File: src/lpu_pkg.sv
// Constants shared by the link protocol processing unit: register offsets,
// field positions, reset values, token codes and command codes.
// Assumes a byte-wide register space reached over a plain strobe port.
package lpu_pkg;
   localparam int TOK_W    = 9;
   localparam int TOK_CTL  = 8;
   localparam int CMD_LINES = 5;
   localparam int HDR_LEN  = 4;
   localparam int NUM_LINKS = 3;

   localparam logic [7:0] A_MODE   = 8'h00;
   localparam logic [7:0] A_CHADDR = 8'h01;
   localparam logic [7:0] A_RTSELF = 8'h02;
   localparam logic [7:0] A_RTL0   = 8'h03;
   localparam logic [7:0] A_RTL2   = 8'h05;
   localparam logic [7:0] A_STAT   = 8'h06;
   localparam logic [7:0] A_MASK   = 8'h07;
   localparam logic [7:0] A_CMD    = 8'h08;
   localparam logic [7:0] A_HDRCMD = 8'h09;
   localparam logic [7:0] A_CNTLO  = 8'h0a;
   localparam logic [7:0] A_CNTHI  = 8'h0b;

   localparam int M_MODE_LSB = 0;
   localparam int M_AUTOACK  = 2;
   localparam int M_CHK      = 3;
   localparam int M_EOP2     = 4;
   localparam int M_WID_LSB  = 5;

   localparam logic [1:0] MODE_TRANSP = 2'h0;
   localparam logic [1:0] MODE_ROUTE  = 2'h1;
   localparam logic [1:0] MODE_PROTO  = 2'h2;
   localparam logic [1:0] WID_8       = 2'h0;

   localparam int ST_RTERR = 0;
   localparam int ST_HDERR = 1;
   localparam int ST_CKERR = 2;
   localparam int ST_SCEN  = 3;

   localparam logic [7:0] MODE_RST = 8'h00;
   localparam logic [7:0] ADDR_RST = 8'h00;
   localparam logic [7:0] MASK_RST = 8'h00;

   localparam logic [7:0] CTL_EOP1 = 8'h00;
   localparam logic [7:0] CTL_EOP2 = 8'h01;

   localparam logic [7:0] CMD_DATA        = 8'h01;
   localparam logic [7:0] CMD_CPU_RST_ON  = 8'h10;
   localparam logic [7:0] CMD_CPU_RST_OFF = 8'h11;
   localparam logic [7:0] CMD_SIG_SET     = 8'h12;
   localparam logic [7:0] CMD_SIG_CLR     = 8'h13;
   localparam logic [7:0] CMD_LINK_RST    = 8'h14;
   localparam logic [7:0] CMD_ALL_RST     = 8'h15;
   localparam logic [7:0] CMD_SC_ENABLE   = 8'h16;
endpackage : lpu_pkg

File: src/lpu_channel.sv
// One link channel of the protocol processing unit with its host register port.
// Assumes the link partner changes token bits away from the rising link clock edge.
//
// Contract
// - After reset the channel is transparent: no interpretation, no acknowledges.
// - EOP1 and EOP2 end received packets; transmit appends configured EOP marker.
// - Mode is set per channel by host port or by link writes.
// - Protocol mode takes four data tokens after EOP as header bytes.
// - Protocol mode acknowledges each packet with an accepted header only if auto-ack configured; with the queue full the acknowledge is dropped.
// - Acknowledges wait in their own queue until the transmit path is free.
// - Eight-bit routing addresses exist for three links and the device.
// - Routing mode takes first byte as destination and strips it.
// - Match of another link forwards there; own match goes to receive buffer.
// - No match still delivers locally and raises a maskable error.
// - Protocol data reaches receive buffer only with matching address and valid command.
// - Control commands in the header become execution requests.
// - Header bytes feed the acknowledge path; bad address, command or lock is error.
// - No header interpretation in transparent or routing mode.
// - Commands drive processor reset, external signals, one-link or all-link reset.
// - Safety-critical enable sets on request, clears after any safety command runs.
// - Optional packet checksum generation and checking, enabled by configuration.
// - Strap low selects little endian, high selects big endian.
// - Little endian puts byte 0 on bits 7:0 upward; port starts 8-bit.
// - Big endian puts byte 0 on bits 31:24 downward.
// - Byte-wide registers read zero outside their byte lane (bits 31:8 little, 23:0 big endian) for wider ports.
// - Decoded commands leave on five dedicated output lines.
//
// Chosen here: the plain strobed port and the placing of the registers.
`timescale 1ns/1ps
module lpu_channel #(
   parameter int CH_IDX    = 0,
   parameter int ACK_DEPTH = 4
) (
   input  wire logic                           clk_sys,
   input  wire logic                           rst,
   input  wire logic                           ce,
   input  wire logic [7:0]                     reg_addr,
   input  wire logic [31:0]                    reg_wdata,
   input  wire logic                           reg_we,
   input  wire logic                           reg_re,
   output logic      [31:0]                    reg_rdata,
   input  wire logic                           host_byte_order_strap,
   input  wire logic                           cfg_link_we,
   input  wire logic [7:0]                     cfg_link_wdata,
   input  wire logic                           lnk_clk,
   input  wire logic [lpu_pkg::TOK_W-1:0]      lnk_tok,
   output logic                                rx_valid,
   output logic      [7:0]                     rx_data,
   output logic                                rx_eop,
   output logic                                fwd_valid,
   output logic      [1:0]                     fwd_link,
   output logic      [7:0]                     fwd_data,
   output logic                                fwd_eop,
   input  wire logic                           mem_valid,
   input  wire logic [7:0]                     mem_data,
   input  wire logic                           mem_last,
   output logic                                mem_ready,
   output logic                                tx_tok_valid,
   output logic      [lpu_pkg::TOK_W-1:0]      tx_tok,
   input  wire logic                           tx_tok_ready,
   output logic      [lpu_pkg::CMD_LINES-1:0]  cmd_lines,
   output logic                                link_reset,
   output logic                                all_reset,
   output logic                                err_irq
);
   import lpu_pkg::*;

   typedef enum logic [3:0] {
      R_FIRST = 4'h1, R_HDR = 4'h2, R_DATA = 4'h4, R_DROP = 4'h8
   } lpu_rx_st_t;
   typedef enum logic [5:0] {
      T_IDLE = 6'h01, T_DATA = 6'h02, T_CHK = 6'h04,
      T_EOP  = 6'h08, T_ACK  = 6'h10, T_ACKE = 6'h20
   } lpu_tx_st_t;
   localparam int AW = $clog2(ACK_DEPTH);

   ////////////////////////////////////////////////////////////////////////////
   // Link pins and strap pass the three-stage synchroniser.
   logic [TOK_W+1:0] sync_lvl;
   logic             lclk_d;
   logic             big_end;
   lpu_pin_sync #(.W(TOK_W + 2)) u_sync (
      .clk_sys (clk_sys),
      .rst     (rst),
      .ce      (ce),
      .pin_in  ({host_byte_order_strap, lnk_clk, lnk_tok}),
      .pin_lvl (sync_lvl)
   );
   wire             lclk_lvl = sync_lvl[TOK_W];
   wire [TOK_W-1:0] tok      = sync_lvl[TOK_W-1:0];
   wire             tok_stb  = lclk_lvl & ~lclk_d;
   wire [7:0]       tok_byte = tok[7:0];
   wire             tok_eop  = tok[TOK_CTL] & (tok_byte == CTL_EOP1 || tok_byte == CTL_EOP2);
   wire             d_stb    = tok_stb & ~tok[TOK_CTL];
   wire             e_stb    = tok_stb & tok_eop;

   ////////////////////////////////////////////////////////////////////////////
   // Configuration registers.
   logic [7:0] cfg_mode;
   logic [7:0] ch_addr;
   logic [7:0] rt_self;
   logic [7:0] rt_link [0:NUM_LINKS-1];
   logic [2:0] stat;
   logic [7:0] mask;
   logic [7:0] hdr [0:HDR_LEN-2];
   logic [15:0] pkt_cnt;
   logic        sc_en;

   wire [1:0] mode     = cfg_mode[M_MODE_LSB +: 2];
   wire       auto_ack = cfg_mode[M_AUTOACK];
   wire       chk_en   = cfg_mode[M_CHK];
   wire [1:0] wid      = cfg_mode[M_WID_LSB +: 2];
   wire [7:0] wbyte    = big_end ? reg_wdata[31:24] : reg_wdata[7:0];
   wire       wr_rtl   = reg_we && reg_addr >= A_RTL0 && reg_addr <= A_RTL2;
   wire [1:0] rtl_idx  = 2'(reg_addr - A_RTL0);

   always_ff @(posedge clk_sys or posedge rst) begin
      if (rst) begin
         cfg_mode <= MODE_RST;
         ch_addr  <= ADDR_RST;
         rt_self  <= ADDR_RST;
         mask     <= MASK_RST;
         for (int i = 0; i < NUM_LINKS; i++) rt_link[i] <= ADDR_RST;
      end else if (ce) begin
         if (reg_we && reg_addr == A_MODE) cfg_mode <= wbyte;
         else if (cfg_link_we) cfg_mode <= cfg_link_wdata;
         if (reg_we && reg_addr == A_CHADDR) ch_addr <= wbyte;
         if (reg_we && reg_addr == A_RTSELF) rt_self <= wbyte;
         if (wr_rtl) rt_link[rtl_idx] <= wbyte;
         if (reg_we && reg_addr == A_MASK) mask <= wbyte;
      end
   end

   // The strap is static; following its synchroniser lets it settle after reset
   // instead of catching the synchroniser's reset value.
   always_ff @(posedge clk_sys or posedge rst) begin
      if (rst) begin
         big_end <= 1'b0;
         lclk_d  <= 1'b0;
      end else if (ce) begin
         lclk_d  <= lclk_lvl;
         big_end <= sync_lvl[TOK_W+1];
      end
   end

   ////////////////////////////////////////////////////////////////////////////
   // Receive path: header handling, routing and checksum.
   lpu_rx_st_t st_rx;
   logic [1:0] hdr_cnt;
   logic       to_fwd;
   logic [1:0] fwd_idx;
   logic       pkt_ok;
   logic [7:0] rx_csum;
   logic       hit_link;
   logic [1:0] hit_idx;

   always_comb begin
      hit_link = 1'b0;
      hit_idx  = 2'h0;
      for (int i = 0; i < NUM_LINKS; i++) begin
         if (i != CH_IDX && !hit_link && tok_byte == rt_link[i]) begin
            hit_link = 1'b1;
            hit_idx  = 2'(i);
         end
      end
   end

   wire hit_self  = tok_byte == rt_self;
   wire route_1st = d_stb && st_rx == R_FIRST && mode == MODE_ROUTE;
   wire route_err = route_1st && !hit_self && !hit_link;
   wire hdr_last  = d_stb && st_rx == R_HDR && hdr_cnt == 2'(HDR_LEN - 1);
   wire [7:0] cmd = hdr[1];
   wire cmd_ctl   = cmd >= CMD_CPU_RST_ON && cmd <= CMD_SC_ENABLE;
   wire cmd_sc    = cmd == CMD_CPU_RST_ON || cmd == CMD_ALL_RST;
   wire sc_block  = cmd_sc && !sc_en;
   wire hdr_good  = hdr[0] == ch_addr && (cmd == CMD_DATA || cmd_ctl) && !sc_block;
   wire proto     = mode == MODE_PROTO;
   wire exec_go   = hdr_last && proto && hdr_good && cmd_ctl;
   wire hdr_err   = hdr_last && proto && !hdr_good;
   wire emit_d    = d_stb && (st_rx == R_DATA || (st_rx == R_FIRST && mode == MODE_TRANSP));
   wire emit_e    = e_stb && st_rx == R_DATA;
   wire ck_err    = emit_e && chk_en && rx_csum != 8'h00;

   always_ff @(posedge clk_sys or posedge rst) begin
      if (rst) begin
         st_rx   <= R_FIRST;
         hdr_cnt <= 2'h0;
         to_fwd  <= 1'b0;
         fwd_idx <= 2'h0;
         pkt_ok  <= 1'b0;
         rx_csum <= 8'h00;
         for (int i = 0; i < HDR_LEN - 1; i++) hdr[i] <= 8'h00;
      end else if (ce) begin
         if (emit_d) rx_csum <= rx_csum ^ tok_byte;
         if (e_stb) begin
            st_rx   <= R_FIRST;
            hdr_cnt <= 2'h0;
            to_fwd  <= 1'b0;
            rx_csum <= 8'h00;
         end else if (d_stb) begin
            unique case (st_rx)
               R_FIRST: begin
                  pkt_ok <= 1'b0;
                  if (mode == MODE_PROTO) begin
                     hdr[0]  <= tok_byte;
                     hdr_cnt <= 2'h1;
                     st_rx   <= R_HDR;
                  end else begin
                     to_fwd  <= route_1st && !hit_self && hit_link;
                     fwd_idx <= hit_idx;
                     st_rx   <= R_DATA;
                  end
               end
               R_HDR: begin
                  if (hdr_last) begin
                     pkt_ok <= hdr_good;
                     st_rx  <= (hdr_good && cmd == CMD_DATA) ? R_DATA : R_DROP;
                  end else begin
                     hdr[hdr_cnt] <= tok_byte;
                     hdr_cnt      <= hdr_cnt + 2'h1;
                  end
               end
               R_DATA:  st_rx <= R_DATA;
               R_DROP:  st_rx <= R_DROP;
            endcase
         end
      end
   end

   // Delivery to the local receive buffer or to another link.
   always_ff @(posedge clk_sys or posedge rst) begin
      if (rst) begin
         rx_valid  <= 1'b0;
         rx_data   <= 8'h00;
         rx_eop    <= 1'b0;
         fwd_valid <= 1'b0;
         fwd_link  <= 2'h0;
         fwd_data  <= 8'h00;
         fwd_eop   <= 1'b0;
         pkt_cnt   <= 16'h0000;
      end else if (ce) begin
         rx_valid  <= (emit_d || emit_e) && !to_fwd;
         fwd_valid <= (emit_d || emit_e) && to_fwd;
         rx_data   <= emit_d ? tok_byte : 8'h00;
         fwd_data  <= emit_d ? tok_byte : 8'h00;
         rx_eop    <= emit_e && !to_fwd;
         fwd_eop   <= emit_e && to_fwd;
         fwd_link  <= fwd_idx;
         if (emit_e && !to_fwd) pkt_cnt <= pkt_cnt + 16'h0001;
      end
   end

   ////////////////////////////////////////////////////////////////////////////
   // Command execution and status. A flag set by hardware wins over a clear.
   wire [2:0] stat_set = {ck_err, hdr_err, route_err};
   wire [2:0] stat_clr = (reg_we && reg_addr == A_STAT) ? wbyte[2:0] : 3'h0;

   always_ff @(posedge clk_sys or posedge rst) begin
      if (rst) begin
         cmd_lines  <= '0;
         link_reset <= 1'b0;
         all_reset  <= 1'b0;
         sc_en      <= 1'b0;
         stat       <= 3'h0;
         err_irq    <= 1'b0;
      end else if (ce) begin
         stat       <= (stat & ~stat_clr) | stat_set;
         err_irq    <= |(stat & mask[2:0]);
         link_reset <= exec_go && cmd == CMD_LINK_RST;
         all_reset  <= exec_go && cmd == CMD_ALL_RST;
         if (exec_go) begin
            unique case (cmd)
               CMD_CPU_RST_ON:  cmd_lines[0] <= 1'b1;
               CMD_CPU_RST_OFF: cmd_lines[0] <= 1'b0;
               CMD_SIG_SET:     cmd_lines[4:1] <= cmd_lines[4:1] | tok_byte[3:0];
               CMD_SIG_CLR:     cmd_lines[4:1] <= cmd_lines[4:1] & ~tok_byte[3:0];
               default:         cmd_lines <= cmd_lines;
            endcase
            if (cmd == CMD_SC_ENABLE) sc_en <= 1'b1;
            else if (cmd_sc) sc_en <= 1'b0;
         end
      end
   end

   ////////////////////////////////////////////////////////////////////////////
   // Acknowledge queue; the depth must be a power of two.
   logic [7:0]  ack_mem [0:ACK_DEPTH-1];
   logic [AW-1:0] ack_wp;
   logic [AW-1:0] ack_rp;
   logic [AW:0]   ack_n;
   lpu_tx_st_t  st_tx;
   wire tx_free  = !tx_tok_valid || tx_tok_ready;
   wire ack_full = ack_n == (AW+1)'(ACK_DEPTH);
   // Control packets end in the drop state and are acknowledged as well.
   wire pkt_end  = e_stb && st_rx inside {R_DATA, R_DROP};
   wire ack_push = pkt_end && proto && pkt_ok && auto_ack && !ack_full;
   wire ack_pop  = st_tx == T_ACK && tx_free;

   always_ff @(posedge clk_sys or posedge rst) begin
      if (rst) begin
         ack_wp <= '0;
         ack_rp <= '0;
         ack_n  <= '0;
      end else if (ce) begin
         if (ack_push) ack_wp <= ack_wp + 1'b1;
         if (ack_pop) ack_rp <= ack_rp + 1'b1;
         ack_n <= ack_n + (AW+1)'(ack_push) - (AW+1)'(ack_pop);
      end
   end

   always_ff @(posedge clk_sys) begin
      if (ce && ack_push) ack_mem[ack_wp] <= hdr[2];
   end

   ////////////////////////////////////////////////////////////////////////////
   // Transmit: memory data, optional checksum, then the configured EOP marker.
   // Outgoing headers are built by the host and pass through unread.
   logic [7:0] tx_csum;
   wire take = mem_valid && mem_ready;
   wire [TOK_W-1:0] eop_tok = {1'b1, cfg_mode[M_EOP2] ? CTL_EOP2 : CTL_EOP1};

   always_ff @(posedge clk_sys or posedge rst) begin
      if (rst) begin
         st_tx        <= T_IDLE;
         tx_tok_valid <= 1'b0;
         tx_tok       <= '0;
         tx_csum      <= 8'h00;
         mem_ready    <= 1'b0;
      end else if (ce) begin
         mem_ready <= st_tx == T_DATA && !take && tx_free;
         if (tx_tok_ready) tx_tok_valid <= 1'b0;
         unique case (st_tx)
            T_IDLE: begin
               if (ack_n != '0) st_tx <= T_ACK;
               else if (mem_valid) st_tx <= T_DATA;
            end
            T_DATA: if (take) begin
               tx_tok       <= {1'b0, mem_data};
               tx_tok_valid <= 1'b1;
               tx_csum      <= tx_csum ^ mem_data;
               if (mem_last) st_tx <= chk_en ? T_CHK : T_EOP;
            end
            T_CHK: if (tx_free) begin
               tx_tok       <= {1'b0, tx_csum};
               tx_tok_valid <= 1'b1;
               st_tx        <= T_EOP;
            end
            T_EOP: if (tx_free) begin
               tx_tok       <= eop_tok;
               tx_tok_valid <= 1'b1;
               tx_csum      <= 8'h00;
               st_tx        <= T_IDLE;
            end
            T_ACK: if (tx_free) begin
               tx_tok       <= {1'b0, ack_mem[ack_rp]};
               tx_tok_valid <= 1'b1;
               st_tx        <= T_ACKE;
            end
            T_ACKE: if (tx_free) begin
               tx_tok       <= eop_tok;
               tx_tok_valid <= 1'b1;
               st_tx        <= T_IDLE;
            end
         endcase
      end
   end

   ////////////////////////////////////////////////////////////////////////////
   // Register read with byte-lane mapping; upper bytes are zero when unused.
   wire [7:0] rd_b0 =
      (reg_addr == A_MODE)   ? cfg_mode :
      (reg_addr == A_CHADDR) ? ch_addr :
      (reg_addr == A_RTSELF) ? rt_self :
      (wr_rtl || (reg_addr >= A_RTL0 && reg_addr <= A_RTL2)) ? rt_link[rtl_idx] :
      (reg_addr == A_STAT)   ? {4'h0, sc_en, stat} :
      (reg_addr == A_MASK)   ? mask :
      (reg_addr == A_CMD)    ? {3'h0, cmd_lines} :
      (reg_addr == A_HDRCMD) ? cmd :
      (reg_addr == A_CNTLO)  ? pkt_cnt[7:0] :
      (reg_addr == A_CNTHI)  ? pkt_cnt[15:8] : 8'h00;
   wire [7:0] rd_b1 = (reg_addr == A_CNTLO && wid != WID_8) ? pkt_cnt[15:8] : 8'h00;
   wire [31:0] rd_word = big_end ? {rd_b0, rd_b1, 16'h0000}
                                 : {16'h0000, rd_b1, rd_b0};

   always_ff @(posedge clk_sys or posedge rst) begin
      if (rst) reg_rdata <= 32'h0000_0000;
      else if (ce) reg_rdata <= reg_re ? rd_word : 32'h0000_0000;
   end
endmodule : lpu_channel

File: src/lpu_pin_sync.sv
// Three-stage synchroniser for pins from outside the system clock domain.
// A change is accepted only once the second and third stages agree.
`timescale 1ns/1ps
module lpu_pin_sync #(
   parameter int W = 1
) (
   input  wire logic         clk_sys,
   input  wire logic         rst,
   input  wire logic         ce,
   input  wire logic [W-1:0] pin_in,
   output logic      [W-1:0] pin_lvl
);
   logic [W-1:0] s1;
   logic [W-1:0] s2;
   logic [W-1:0] s3;
   wire  [W-1:0] agree = ~(s2 ^ s3);

   always_ff @(posedge clk_sys or posedge rst) begin
      if (rst) begin
         s1      <= '0;
         s2      <= '0;
         s3      <= '0;
         pin_lvl <= '0;
      end else if (ce) begin
         s1      <= pin_in;
         s2      <= s1;
         s3      <= s2;
         pin_lvl <= (agree & s3) | (~agree & pin_lvl);
      end
   end
endmodule : lpu_pin_sync

File: config.mk
export PLATFORM = sky130hd
export DESIGN_NAME = lpu_channel
export DESIGN_NICKNAME = d
export VERILOG_FILES = /design/src/lpu_pkg.sv /design/src/lpu_channel.sv /design/src/lpu_pin_sync.sv
export SDC_FILE = /design/constraint.sdc
export NUM_CORES = 1
export LEC_CHECK = 0
export BUFFER_PORTS_ARGS = -buffer_cell sky130_fd_sc_hd__buf_4
export CAP_MARGIN = 20
export CORE_MARGIN = 1
export CORE_UTILIZATION = 38
export CTS_BUF_LIST = sky130_fd_sc_hd__clkbuf_4
export DETAILED_ROUTE_END_ITERATION = 8
export HOLD_SLACK_MARGIN = 0.06
export PLACE_DENSITY_LB_ADDON = 0.25
export SYNTH_ARGS = -nofsm -noshare
export SYNTH_HDL_FRONTEND = slang
export SYNTH_SLANG_ARGS = --single-unit
export TNS_END_PERCENT = 5
File: constraint.sdc
create_clock -name clk_sys -period 19.2 [get_ports clk_sys]
set_input_delay 0 -clock clk_sys [delete_from_list [all_inputs] [get_ports clk_sys]]
set_output_delay 0 -clock clk_sys [all_outputs]
set_load 0.01 [all_outputs]
After elaboration in Yosys (flattened, before gate mapping). Memories as Yosys holds them, arrays and structs flattened. Cells that the tools add are included.

Add/subtract/negate cells: 7. Order comparisons: 8. Eq/ne operators: 49. Multiplexer cells: 81. Bitwise operators: 26. Reductions and logical operators: 109.

Operator list (count): 8-bit two-way mux (24); 32-bit two-way mux (2); 8-bit by 5-bit equality test with 1-bit output (second input constant) (7); 1-bit logical AND (49); 24-bit bitwise mux (2); 6-bit two-way mux (7); 9-bit two-way mux (4); 9-bit one-hot mux with 4 select lines (1); 8-bit demux with 2-bit select (2); 8-bit by 4-bit equality test with 1-bit output (second input constant) (4); 8-bit equality test (4); 8-bit one-hot mux with 2 select lines (2); 6-bit one-hot mux with 5 select lines (1); 8-bit by 1-bit equality test with 1-bit output (second input constant) (3); 24-bit two-way mux (1); 11-bit AND (2); 11-bit inverter (2); 2-bit nonzero test (11); 4-bit two-way mux (5); 5-bit AND reduction (4); 2-bit != test (second input constant) (9); 2-bit AND reduction (9); 16-bit by 1-bit adder with 16-bit output (second input constant) (1); 8-bit binary-select mux with 2-bit select (1); other kinds (60) (123).

Register bits after elaboration: 250. RAM bits: 32. Input port bits: 76. Output and inout port bits: 73. Logic and storage cells: 326. Memories: 1.

Memory list: ack_mem (words 4, bits a word 8, read ports 1, clocked after memory_dff 0, write ports 1, line lpu_channel.sv:287) `logic [7:0] ack_mem [0:ACK_DEPTH-1];`.

Longest topological paths before layout. Gate-level depths: netlist of run 1.

Depth in word-level cells: 13. Gate-level depth with buffers: 12. Mapped depth without buffers: 11.

Hierarchy. A second synthesis of run 1 with hierarchy kept.

Cells, all modules: 1252. Area total of the unflattened synthesis: 13660.6 um^2.

Modules (own cells, without submodules): lpu_channel (instances 1, cells an instance 1133, area each 11880.1 um^2); lpu_pin_sync (instances 1, cells an instance 119, area each 1780.5 um^2).

Worst setup path after synthesis of run 1. OpenSTA, ideal clock, no wires.

Kind: flip-flop to flip-flop. Start point: register (tool-made name). End point: register ack_n[2]. Library setup time: 0.123 ns. Arrival time: 2.694 ns. Required time: 19.077 ns. Slack: 16.383 ns. Stages on the path, launching flop included: 13. Cells stage by stage: dfrtp_1 clkbuf_1 nor4b_1 nand3_1 a2111oi_2 inv_1 ha_1 inv_1 ha_1 fa_1 xnor2_1 nand2_1 xnor2_1.

RTL lines: end signal: assignment (line lpu_channel.sv:307) `ack_n <= ack_n + (AW+1)'(ack_push) - (AW+1)'(ack_pop);`; end: declaration (line lpu_channel.sv:290) `logic [AW:0] ack_n;`.

==> run summary, run 1 <==
The worst-case vdd ir drop is 91.5 uV. For this design the top-level I/O count stands at 149. The violation count after the first detailed-routing iteration is 917, and the cell area after synthesis is 13,600 um2. The tools report the number of detailed-routing iterations run before antenna repair as 5. For this run, global-route usage on met1 was measured as 30.8%. The run finished with clean final reports. The worst setup path category was reg -> reg.

The worst hold path passes through 4 cells. By count the netlist is led by 248 x dfrtp_1, 99 x nand2_1, 85 x o21ai_0. The routed length per placed instance is 19.3 um. The post-synthesis cell count was 1,240. The detail route stage leaves a number of antenna-violating nets equal to 0. After detailed routing, the number of vias per cell comes to 5.41.

The final worst-path cycle share is 18.1%, and the clock-pin slew reported for the worst setup and hold paths after clock tree synthesis is 0.06 ns. The combined area of the multi-input logic cells was 5860 um2; the cell area power density was 106 nW/um2. The run gives 0 as the total count of max-transition violations in the final report. Post-CTS setup buffer count: 0. For the global-route congestion overflow total, the log shows 0. The sequential fraction of the synthesis area was 53.0%; the global-route met3 utilization was 4.44%. The overall routed net length was 38,800 um. The clock tree synthesis step divided the H-tree into 3 levels. The tree is rooted in a clkbuf_4. The area fraction of the dominant cell type after synthesis works out to 45.6%. The global routing stage identified its most utilized layer as met2. The cell area after placement was 14,900 um2. The data required time of the worst path is 19.80 ns. In the final timing run, aggregate negative setup slack is 0 ns. Timing would allow up to 0.287 GHz.

The cell area after layout came out at 17,100 um2. Number of antenna violations at the first check in global routing: 1. The tools report the largest buffer count on any clock path as 3. The net count of the finished layout is 1,595. For hold timing, the worst endpoint is tx_tok[7]$_DFFE_PP0P_. The count of warnings emitted by yosys is 0, and the placeable core area is 34,900 um2. At the end of routability-driven placement, the weighted congestion stood at 0.869. The die extent in x came out at 191 um. Classification of the worst-slack hold path: in -> reg.

The first global-routing pass estimated 61,800 um of wire. The ratio of cells with drive above 1 in the final layout was 22.9%. After synthesis, the largest family of logic cells by area is compound AO/OA/AOI/OAI gates. The run gives 0.75 ns as the source-to-sink clock delay at the later pin of the worst-skew pair.

The endpoint of the most critical register-to-register path is ack_n[2]$_DFFE_PP0P_. After synthesis, the mean cell area works out to 11.0 um2. The die boundary height was 191 um; the met2 layer usage reported by global route was 33.1%. The tools report the hold path startpoint as mem_data[7].

Along the worst path, the maximum fanout reaches 12. The tools report the capturing element type of the critical path as a register. The total die area was 36,600 um2; the post-synthesis cell type count was 86. The number of register bits inferred by synthesis came out at 282. When the netlist entered floorplanning its net count stood at 1,333. In the synthesized netlist, mux cells make up 9.05% of the area.

The run gives 0 as the number of maximum-capacitance constraint violations. TritonCTS built the clock tree. Count of flip-flops with a built-in enable after synthesis: 32. The via count of the first global-routing pass is 10,900, and the time the final worst path needs with I/O delays and setup is 3.48 ns. The worst pin sits at a relative slew slack of 30.8%. The initial utilization of the core area, before any placement, comes to 39.0%.

Most frequent cell after synthesis: dfrtp_1. The number of cells on the worst reg-to-reg path is 11. Counting every sink on the clock net gives 282. Of all cell types, the one taking the most synthesized area is dfrtp_1.

The tools report the detailed-route DRC error count as 0. The area growth from synthesis to layout works out to 25.7%. The fraction of the mapped netlist area in adder cells works out to 1.62%. Setup repair after global routing left no endpoint under its margin.

The register-to-register setup slack is 15.72 ns. On the final layout, the worst clock skew is 0.0650 ns. The async set-or-reset flop fraction in the synthesized netlist was 88.7%. Of the total synthesized cell area, the portion taken by XOR and XNOR cells is 4.63%.

Kind of start point of the critical path: a register. The port buffer count is 132. Among all flip-flop cells after synthesis, the most frequent one is dfrtp_1. The number of hold violations in the final report was 0. Summed over all nets, the half-perimeter wirelength after detailed placement is 25,100 um. For this block, the via count after detailed routing is 10,900. In the post-synthesis netlist, the biggest area contributors are dfrtp_1 46%, edfxtp_1 7.1%, mux2_2 4.4%. Slew at the pin closest to its max-slew limit: 1.02 ns. Of the total synthesized cell area, the portion taken by AND, OR, NAND and NOR gates is 13.1%. The run gives 21.9% as the global router's overall resource usage. The layout filler cell count was 3,252; the synthesized-area fraction occupied by ao, oa, aoi and oai cells was 14.6%.

Setup violations remaining at the end of the flow were counted as 0. Summed over all cells, the static leakage comes to 7.67 nW. The data arrival time of the critical path was 4.08 ns; the pin count of the biggest net entering global routing was 127. Final hold analysis gives a worst-case slack of 0.198 ns. Buffers inserted during clock tree synthesis total 78. The floorplan has 68 rows. The overall power came out at 1.82 mW.

Storage element area: 7220 um2.
-- cell usage in the layout (no fill, tap or decap), types with 5 or more instances in the layout --
cell type / count
xnor2_1: 46
a22oi_1: 7
nand2_1: 99
mux2i_1: 35
o22ai_1: 10
nor2_1: 81
or2_2: 5
a21oi_1: 54
xor2_1: 26
nand3b_1: 10
o21ai_0: 85
ha_1: 16
a22o_1: 33
dfrtp_1: 248
and2_1: 6
clkbuf_4: 115
mux4_2: 8
and3_1: 14
clkinv_1: 16
nand3_1: 30
nor3_1: 17
buf_4: 143
nor2b_1: 12
o32ai_1: 7
inv_1: 52
a32oi_1: 6
edfxtp_1: 32
mux2_2: 53
a222oi_1: 8
nand2b_1: 12
o2bb2ai_1: 21
mux2_1: 8
o311ai_0: 6
dlygate4sd3_1: 113
nand4_1: 23
a31oi_1: 9
-- what timing repair did --
action	4_1_cts	5_1_grt
resized for setup	0	0
endpoints found under the hold margin	292	0
hold buffers	113	0
-- how the worst max path moves through the flow --
stage,from,end,depth (start not counted)
after detailed placement,register,ack_n[2]$_DFFE_PP0P_,11
after CTS,register,ack_n[2]$_DFFE_PP0P_,11
final,register,ack_n[2]$_DFFE_PP0P_,11
after floorplan,rst,async pin,1
after global placement,register,ack_n[2]$_DFFE_PP0P_,11
after global routing,st_tx[3]$_DFFE_PP0P_,tx_csum[0]$_DFFE_PP0P_,7
-- critical path, cell delays in order (launching register included) --
cell and delay, ns:
dfrtp_1 0.68, nor4_1 0.50, nand3_1 0.20, a2111oi_2 0.55, inv_1 0.11, ha_1 0.30
inv_1 0.04, ha_1 0.18, fa_1 0.39, xnor2_1 0.17, nand2_1 0.08, xnor2_1 0.17
-- layer usage --
metal,vias up,share of wire [%]
li1,5069,-
met4,0,2.7
met5,-,0
met3,76,5.6
met2,366,46
met1,5387,46
-- layout make-up --
cell class	count	area share, %
clock inverter	21	0.943
antenna	1	0.0146
inverter	55	1.25
sequential	282	42.2
tap	455	3.33
multi-input combinational	828	34.2
timing repair buffer	257	13.0
clock buffer	115	5.04
-- kinds of logic after synthesis --
group                    Yosys count
AND/OR/NAND/NOR                  344
AO/OA/AOI/OAI                    290
flip-flops                       282
buffers and inverters            130
multiplexers                     105
XOR/XNOR                          72
adder cells (fa/ha/maj)           17
-- report_power, final --
group,internal [mW],switching [mW],total [mW]
clock,0.313,0.255,0.568
sequential,0.684,0.123,0.807
combinational,0.219,0.224,0.443
-- registers in the layout, indices dropped and copies added, names as in the netlist, 9 cells and up, named ones only --
signal / count
ack_mem: 32
pkt_cnt: 16
u_sync.s3: 11
hdr: 16
u_sync.s1: 11
reg_rdata: 32
tx_tok: 9
rt_link: 24
u_sync.s2: 11
-- through the flow --
| step | setup WS, ns | util (%) | std cells |
|---|---|---|---|
| floorplan | 12.33 | - | 1240 |
| global placement | 15.78 | 42.8 | 1762 |
| detailed placement | 15.74 | 42.8 | 1762 |
| CTS | 15.75 | 49.0 | 2011 |
| global route | 15.55 | 49.1 | 2014 |
| finish | 15.72 | 49.1 | 2014 |
Power figures use the tool's default switching activity.
==> inputs of run 2 (changes only) <==
clock period = 3.26 ns   (was 19.2 ns; I/O delays follow)
==> run 2 against run 1 <==
Core utilization is 0.082 points lower. Register-to-register slack worse by 15 ns. Non-clock buffer count is 14 higher. Worst setup slack lost 16 ns. Critical path depth fell by 1. Sequential cell count unchanged. Total power rose to 5.8 times the previous value. First-iteration DRC count up 5.7%. Via count barely moved.
==> run summary, run 2 (synthesis results as in run 1) <==
The number of buffers added by the clock tree synthesis step is 75 (-3.8%). The number of placed I/O pins was 149 (unchanged); the global router's overall resource usage was 21.7% (-0.20 points). The slew at the pin closest to its max-slew limit was 1.04 ns (+0.0175 ns). The worst setup path is of the in -> reg kind.

The tools report the detailed-route DRC error count as 0 (unchanged). The post-detailed-placement half-perimeter wirelength came out at 25,900 um (+3.4%). The deepest level of the CTS H-tree was 3 (unchanged); the largest buffer count on any clock path was 3 (unchanged). The maximum net fanout on the critical path is 9 (-3). The area growth from synthesis to layout is 25.5%, and the CTS sink count is 282 (unchanged).

Setup repair after global routing left no endpoint under its margin. The worst-case hold slack was 0.198 ns (-0.0000660 ns); the post-route clock skew was 0.0590 ns (-0.00600 ns). TritonCTS built the clock tree.

The pin count of the biggest net entering global routing came out at 171 (+35%). The tools report the kind of start point of the critical path as an input pin. For the placeable core area, the log shows 34,900 um2 (unchanged).

The run gives 5860 um2 (unchanged) as the combined area of the multi-input logic cells. The tools report the clock root buffer as clkbuf_4. The standard-cell row count was 68 (unchanged); the number of vias per cell after detailed routing was 5.40 (-0.23%). The source-to-sink clock delay at the later pin of the worst-skew pair is 0.73 ns (-0.02 ns), and the die extent in x is 191 um (unchanged).

The number of setup violations in the final report is 0 (unchanged), and the number of antenna violations at the first check in global routing is 2 (+1). The run gives 10,800 (-1.1%) as the via count of the first global-routing pass. The logs give 0 (unchanged) for the total count of max-transition violations in the final report and 7220 um2 (unchanged) for the storage element area. STA classifies the critical path endpoint as a register. The register-to-register setup slack is 0.28 ns (-15.44 ns).

For the starting utilization of the core area, the log shows 39.0% (unchanged). The largest registers in the layout are ack_mem x32, reg_rdata x32, rt_link x24. The number of maximum-capacitance constraint violations was 0 (unchanged); the routed length per placed instance was 19.2 um (-0.12%). The ratio of cells with drive above 1 in the final layout was 24.0% (+1.1 points); the total die area was 36,600 um2 (unchanged). The run gives 8 (+3) as the number of detailed-routing iterations run before antenna repair. The worst-case vdd ir drop was 351 uV (+280%); the time the final worst path needs with I/O delays and setup was 3.13 ns.

The cell area power density is 617 nW/um2 (+480%), and the data arrival time of the critical path is 3.72 ns (-0.36 ns). The via count is 10,900 (+0.018%), and the fmax is 0.319 GHz. The logs give 38,800 um (+0.13%) for the overall routed net length and 969 (+5.7%) for the violation count after the first detailed-routing iteration. Die boundary height: 191 um (unchanged).

Classification of the worst-slack hold path: in -> reg. The logs give 1,606 (+0.69%) for the number of nets in the final layout and 0.915 (+5.3%) for the weighted congestion at the end of routability-driven global placement. Data required time of the worst path: 3.85 ns (-15.95 ns). The leakage power figure came out at 7.67 nW (about the same). The number of cells upsized or downsized after cts is 0 (unchanged), and the number of hold violations in the final report is 0 (unchanged). The global-route wire length before repair is 61,000 um (-1.3%). In the layout the commonest cells are 248 x dfrtp_1, 167 x buf_4, 109 x clkbuf_4. Fraction of the core area covered by cells at the end of the flow: 49.0% (-0.082 points). The clock-pin slew reported for the worst setup and hold paths after clock tree synthesis works out to 0.07 ns (about the same). The layout filler cell count was 3,313 (+1.9%); the port buffer count was 132 (unchanged).

The tools report the remaining antenna violation count as 0 (unchanged). The worst max-slew margin expressed relative to the limit is 30.5% (-0.30 points). Of the available clock period, the critical path in the final layout requires 96.1%. The flow ran to the end, and the final reports show no timing, DRC or antenna violations. The global-route congestion overflow total was 0 (unchanged). Leaving out fill and tap cells, the most frequent cell in the layout is dfrtp_1.
run 2: cell count changes in the layout (fill, tap and decap cells not counted), sizes merged:
cell,change
clkinvlp,+2
clkbuf,-6
dlygate4sd3,-11
inv,+1
clkinv,-4
buf,+25
bufinv,-2
run 2: layout make-up:
class                           instances  share of cell area [%]
Timing Repair Buffer                  271                    13.5
Antenna cell                            1                  0.0146
Sequential cell                       282                    42.2
Clock buffer                          109                    4.79
Multi-Input combinational cell        828                    34.3
Inverter                               55                    1.23
Clock inverter                         18                   0.578
Tap cell                              455                    3.33
run 2: per-stage QoR:
stage	instance area (um2)	setup TNS, ns	instances	power, mW	worst slack, ns
finish	17100	0	2019	10.5	0.127
global route	17100	0	2019	11.2	0.0675
CTS	17100	0	2018	10.6	0.279
detailed placement	15100	0	1789	7.34	0.405
global placement	15100	0	1789	7.28	0.461
floorplan	13600	-6.46	1240	6.30	-0.0261
run 2: critical path, cell delays in order:
cell,delay (ns)
dlygate4sd3_1,0.53
buf_4,0.14
or4_1,0.72
nor3_1,0.33
buf_4,0.21
nand3_2,0.24
mux2i_1,0.20
dlygate4sd3_1,0.58
a22o_1,0.19
dlygate4sd3_1,0.57
run 2: final timing paths:
check | from | end | cells past startpoint
worst max-delay path | reg_addr[5] | cfg_mode[1]$_DFFE_PP0P_ | 10
worst min-delay path | mem_data[7] | tx_tok[7]$_DFFE_PP0P_ | 4
worst max register to register | st_tx[3]$_DFFE_PP0P_ | tx_tok[1]$_DFFE_PP0P_ | 5
worst min register to register | u_sync.s1[4]$_DFFE_PP0P_ | u_sync.s2[4]$_DFFE_PP0P_ | 2
max in group asynchronous | rst | reg_rdata[20]$_DFFE_PP0P_ | 5
min in group asynchronous | rst | async pin | 5
run 2: per-layer routing:
metal / global-route usage, % / vias up / routed length (um)
met5: 0 / - / 0
met4: 7.81 / 0 / 842
met3: 4.66 / 63 / 2440
met2: 31.7 / 372 / 17000
met1: 31.5 / 5379 / 18500
li1: - / 5086 / -
run 2: report_power, final:
part           internal [mW]  total, mW  switching [mW]
sequential              4.03       4.54           0.512
combinational           1.36       2.92            1.57
clock                   1.60       3.07            1.47
run 2: what timing repair did:
| item | 4_1_cts | 5_1_grt |
|---|---|---|
| buffers inserted | 0 | 0 |
| hold buffers | 102 | 0 |
| endpoints found under the hold margin | 394 | 0 |
==> inputs of run 3 (changes only) <==
ABC_AREA = 1   (was default)
CAP_MARGIN = 5   (was 20)
==> run 3 against run 2 <==
Sequential cell count unchanged. Clock power about the same. Non-clock buffer count increased by 11. Synthesized area decreased by 0.17%. Register-to-register slack got worse by 0.11 ns. Cell area increased by 1.0%. Synthesized cell count increased by 28%. Maximum frequency increased by 1.4%. Clock skew decreased by 0.0082 ns. Critical endpoint unchanged. Highest routed layer unchanged.
==> run summary, run 3 <==
The run finished with clean final reports. The maximum net fanout on the critical path was 10 (+1). In this run the critical register-to-register path is launched from big_end$_DFFE_PP0P_. The share of cell area taken by muxes after synthesis was 0.469% (-8.6 points). The synthesized-area fraction occupied by ao, oa, aoi and oai cells works out to 12.9% (-1.7 points). Endpoint of the most critical register-to-register path: cfg_mode[1]$_DFFE_PP0P_. The most frequently used flop master after synthesis was dfrtp_1. The min-delay analysis places its worst path in the category in -> reg. The tools report the worst-case hold slack as 0.132 ns (-0.0663 ns). The number of cells in the design after placement is 2,136 (+19%), and the number of vias per cell after detailed routing is 5.01 (-7.2%). The tree is rooted in a clkbuf_4.

The count of warnings emitted by yosys was 0 (unchanged); the count of flip-flops with a built-in enable after synthesis was 32 (unchanged). The total die area is 36,500 um2 (-0.16%), and the xor/xnor cell area share of the yosys netlist is 3.03% (-1.6 points). The run gives 39.1% (+8.6 points) as the worst max-slew margin expressed relative to the limit. The tools report the placeable core area as 34,900 um2 (unchanged). The area fraction of the dominant cell type after synthesis is 45.6% (+0.075 points), and the violation count after the first detailed-routing iteration is 839 (-13%). TritonCTS built the clock tree. The final cell count without fillers was 2,390 (+18%); the global-route wire length before repair was 63,200 um (+3.5%).

The signal on the critical path passes through clkinvlp_4 -> nand2_1 -> nand2_1 -> inv_1 -> nand2_1 -> o211ai_1 -> dlygate4sd3_1 -> o21ai_0 -> dlygate4sd3_1. The fraction of the mapped netlist area in adder cells works out to 1.62% (+0.0027 points). The hold-critical path depth was 6 (+2); the number of register bits inferred by synthesis was 282 (unchanged).

The detailed-route DRC error count was 0 (unchanged). The die extent in x works out to 191 um (about the same). The tools report the first element of the critical path as big_end$_DFFE_PP0P_.

The post-synthesis cell type count came out at 56 (-35%). The number of setup violations in the final report was 0 (unchanged). The run gives 0.71 ns (-0.02 ns) as the source-to-sink clock delay at the later pin of the worst-skew pair. The ratio of cells with drive above 1 in the final layout works out to 17.7% (-6.3 points).

The largest registers in the layout are ack_mem x32, reg_rdata x32, rt_link x24. Number of buffers added by the clock tree synthesis step: 76 (+1.3%). The run gives 3 (unchanged) as the deepest level of the CTS H-tree. The logs give 1,979 (+23%) for the number of nets in the final layout and 0.917 (+0.17%) for the weighted congestion at the end of routability-driven global placement.

The cell area after placement was 15,100 um2 (-0.50%); the total count of max-transition violations in the final report was 0 (unchanged). The largest buffer count on any clock path is 3 (unchanged). The via count of the first global-routing pass was 12,000 (+12%). The port buffer count is 132 (unchanged).

The number of cells on the worst reg-to-reg path works out to 9 (+4). The tools report the sequential fraction of the synthesis area as 53.1% (+0.088 points). The met1 global-route usage came out at 28.3% (-3.2 points).

The tools report the data required time of the worst path as 3.84 ns (about the same). The hold path startpoint was reg_addr[1]. The dominant delay contributor by cell family on the critical path is buffers and inverters. The CTS sink count was 282 (unchanged). The final worst-path cycle share was 94.8% (-1.3 points).

The most common cell after layout, fill and taps aside was nand2_1. Cell area after synthesis: 13,600 um2 (-0.17%). The slew at the pin closest to its max-slew limit is 0.911 ns (-0.132 ns). In this design, the critical path's most frequently occurring cell is nand2_1. The capturing element type of the critical path is a register. The tools report the register-to-register setup slack as 0.17 ns (-0.11 ns).

For the fraction of the core area covered by cells at the end of the flow, the log shows 49.5% (+0.50 points). The global-route congestion overflow total is 0 (unchanged). On the critical path, the stage with the largest delay is an instance of dlygate4sd3_1.

The post-synthesis cell count was 1,583 (+28%). The standard-cell row count came out at 68 (unchanged). Leakage power figure: 8.17 nW (+6.5%). For the overall routed net length, the log shows 39,800 um (+2.5%). Most frequent cell after synthesis: nand2_1. The routed length per placed instance works out to 16.7 um (-13%). The time the final worst path needs with I/O delays and setup is 3.09 ns (-0.0423 ns), and the cell area after layout is 17,300 um2 (+1.0%). The number of detailed-routing iterations run before antenna repair is 7 (-1), and the clock-pin slew reported for the worst setup and hold paths after clock tree synthesis is 0.06 ns (about the same).

The starting utilization of the core area was 39.0% (-0.065 points); the number of maximum-capacitance constraint violations was 0 (unchanged). Most utilized layer in the global route result: met2. The share of synthesized cell area in and, or, nand and nor gates works out to 21.7% (+8.7 points).

The synthesized area divided by synthesized cell count was 8.59 um2 (-22%). The run gives 22.3% (+0.55 points) as the global router's overall resource usage. Die boundary height: 191 um (about the same).

The sum of buffers and inverters on the critical path was 4 (-1). Maximum cell stage delay along the critical path: 0.61 ns (-0.11 ns). The number of placed I/O pins is 149 (unchanged). The tools report the number of antenna violations at the first check in global routing as 1 (-1). The fmax is 0.324 GHz (+1.4%), and the cell area power density is 585 nW/um2 (-5.2%). The async set-or-reset flop fraction in the synthesized netlist is 88.7% (unchanged), and the global-route met3 utilization is 3.52% (-1.1 points). The remaining antenna violation count was 0 (unchanged); the post-route clock skew was 0.0508 ns (-0.00824 ns). The via count was 12,000 (+9.9%). The layout filler cell count was 3,348 (+1.1%). The run gives 27,500 um (+6.2%) as the post-detailed-placement half-perimeter wirelength. The endpoint with the worst hold slack was rt_link[20]$_DFFE_PP0P_.

Ranked by total cell area, the synthesized netlist is headed by dfrtp_1 46%, nand2_1 11%, o21ai_0 7.1%. The worst setup path category was reg -> reg. The main combinational cell family by area after synthesis was simple AND/OR/NAND/NOR gates.

The tools report the pin count of the biggest net entering global routing as 87 (-49%). In the synthesized netlist, the cells that appear most often are 407 x nand2_1, 248 x dfrtp_1, 192 x o21ai_0. The logs give 0 (unchanged) for the number of hold violations in the final report and 10.1 mW (-4.2%) for the overall power. Synthesized net count: 1,676 (+26%). The leading area contributor after synthesis is dfrtp_1.

The kind of start point of the critical path is a register. The area growth from synthesis to layout came out at 26.9%. In the layout the commonest cells are 407 x nand2_1, 248 x dfrtp_1, 192 x o21ai_0. Worst-case vdd ir drop: 359 uV (+2.3%).

The data arrival time of the critical path is 3.67 ns (-0.05 ns), and the met2 layer usage reported by global route is 37.4% (+5.7 points).
[run 3: cell types whose count changed after synthesis, moves of 19 or more]
cell	change
inv_1	+100
a22o_1	-32
clkbuf_1	-19
nand2_1	+308
mux2i_1	-35
mux2_2	-50
nand3_1	+27
o21ai_0	+107
xnor2_1	-27
o2bb2ai_1	-21
nor2_1	+38
[run 3: through the flow]
| stage | TNS [ns] | setup WS [ns] |
|---|---|---|
| 4_1_cts | 0 | 0.223 |
| 5_1_grt | -0.00804 | -0.00560 |
| 3_3_place_gp | 0 | 0.558 |
| 2_1_floorplan | -6.46 | -0.0261 |
| 3_5_place_dp | 0 | 0.513 |
| 6_report | 0 | 0.169 |
[run 3: worst min-delay path: cells and delay by family]
family	cells	cell delay [ns]
adder cells (fa/ha/maj)	1	0.23
AO/OA/AOI/OAI	1	0.08
buffers and inverters	2	0.19
AND/OR/NAND/NOR	2	0.30
[run 3: logic make-up (layout without fill, tap and decap cells)]
logic type / Yosys count / after routing
simple gates: 676 / 676
compound gates: 321 / 321
flops: 282 / 282
buf+inv: 235 / 586
xor+xnor: 47 / 47
fa+ha+maj: 17 / 17
mux: 5 / 5
other cells: 0 / 1
[run 3: cell type report]
type                            instances  area (um2)  area share, %
Tap cell                              455         569           3.30
Sequential cell                       282        7220           41.8
Inverter                              178         684           3.96
Clock buffer                          107         803           4.65
Multi-Input combinational cell       1066        5410           31.3
Antenna cell                            1        2.50         0.0145
Timing Repair Buffer                  282        2470           14.3
Clock inverter                         19         111          0.645
[run 3: worst max path at each step]
stage                                          to  cells past startpoint
final                     cfg_mode[1]$_DFFE_PP0P_                      9
after global routing       tx_csum[6]$_DFFE_PP0P_                     11
after CTS                  tx_csum[6]$_DFFE_PP0P_                     11
after detailed placement     ack_n[2]$_DFFE_PP0P_                     13
after global placement       ack_n[2]$_DFFE_PP0P_                     13
after floorplan                         async pin                      1
[run 3: layer usage]
metal | part of all wire [%] | vias up
li1 | - | 5833
met1 | 43 | 5709
met2 | 49 | 342
met3 | 4.7 | 95
met4 | 3.3 | 0
met5 | 0 | -
[run 3: what timing repair did]
item,CTS,global route
buffers inserted,0,2
hold endpoints to repair,408,0
hold buffers,125,0
setup endpoints to repair,0,3
gates resized for setup,0,2
[run 3: power by group]
group | total (mW) | switching (mW) | internal (mW)
logic | 2.53 | 1.52 | 1.01
registers | 4.50 | 0.454 | 4.05
clock network | 3.06 | 1.48 | 1.58
total | 10.1 | 3.45 | 6.64
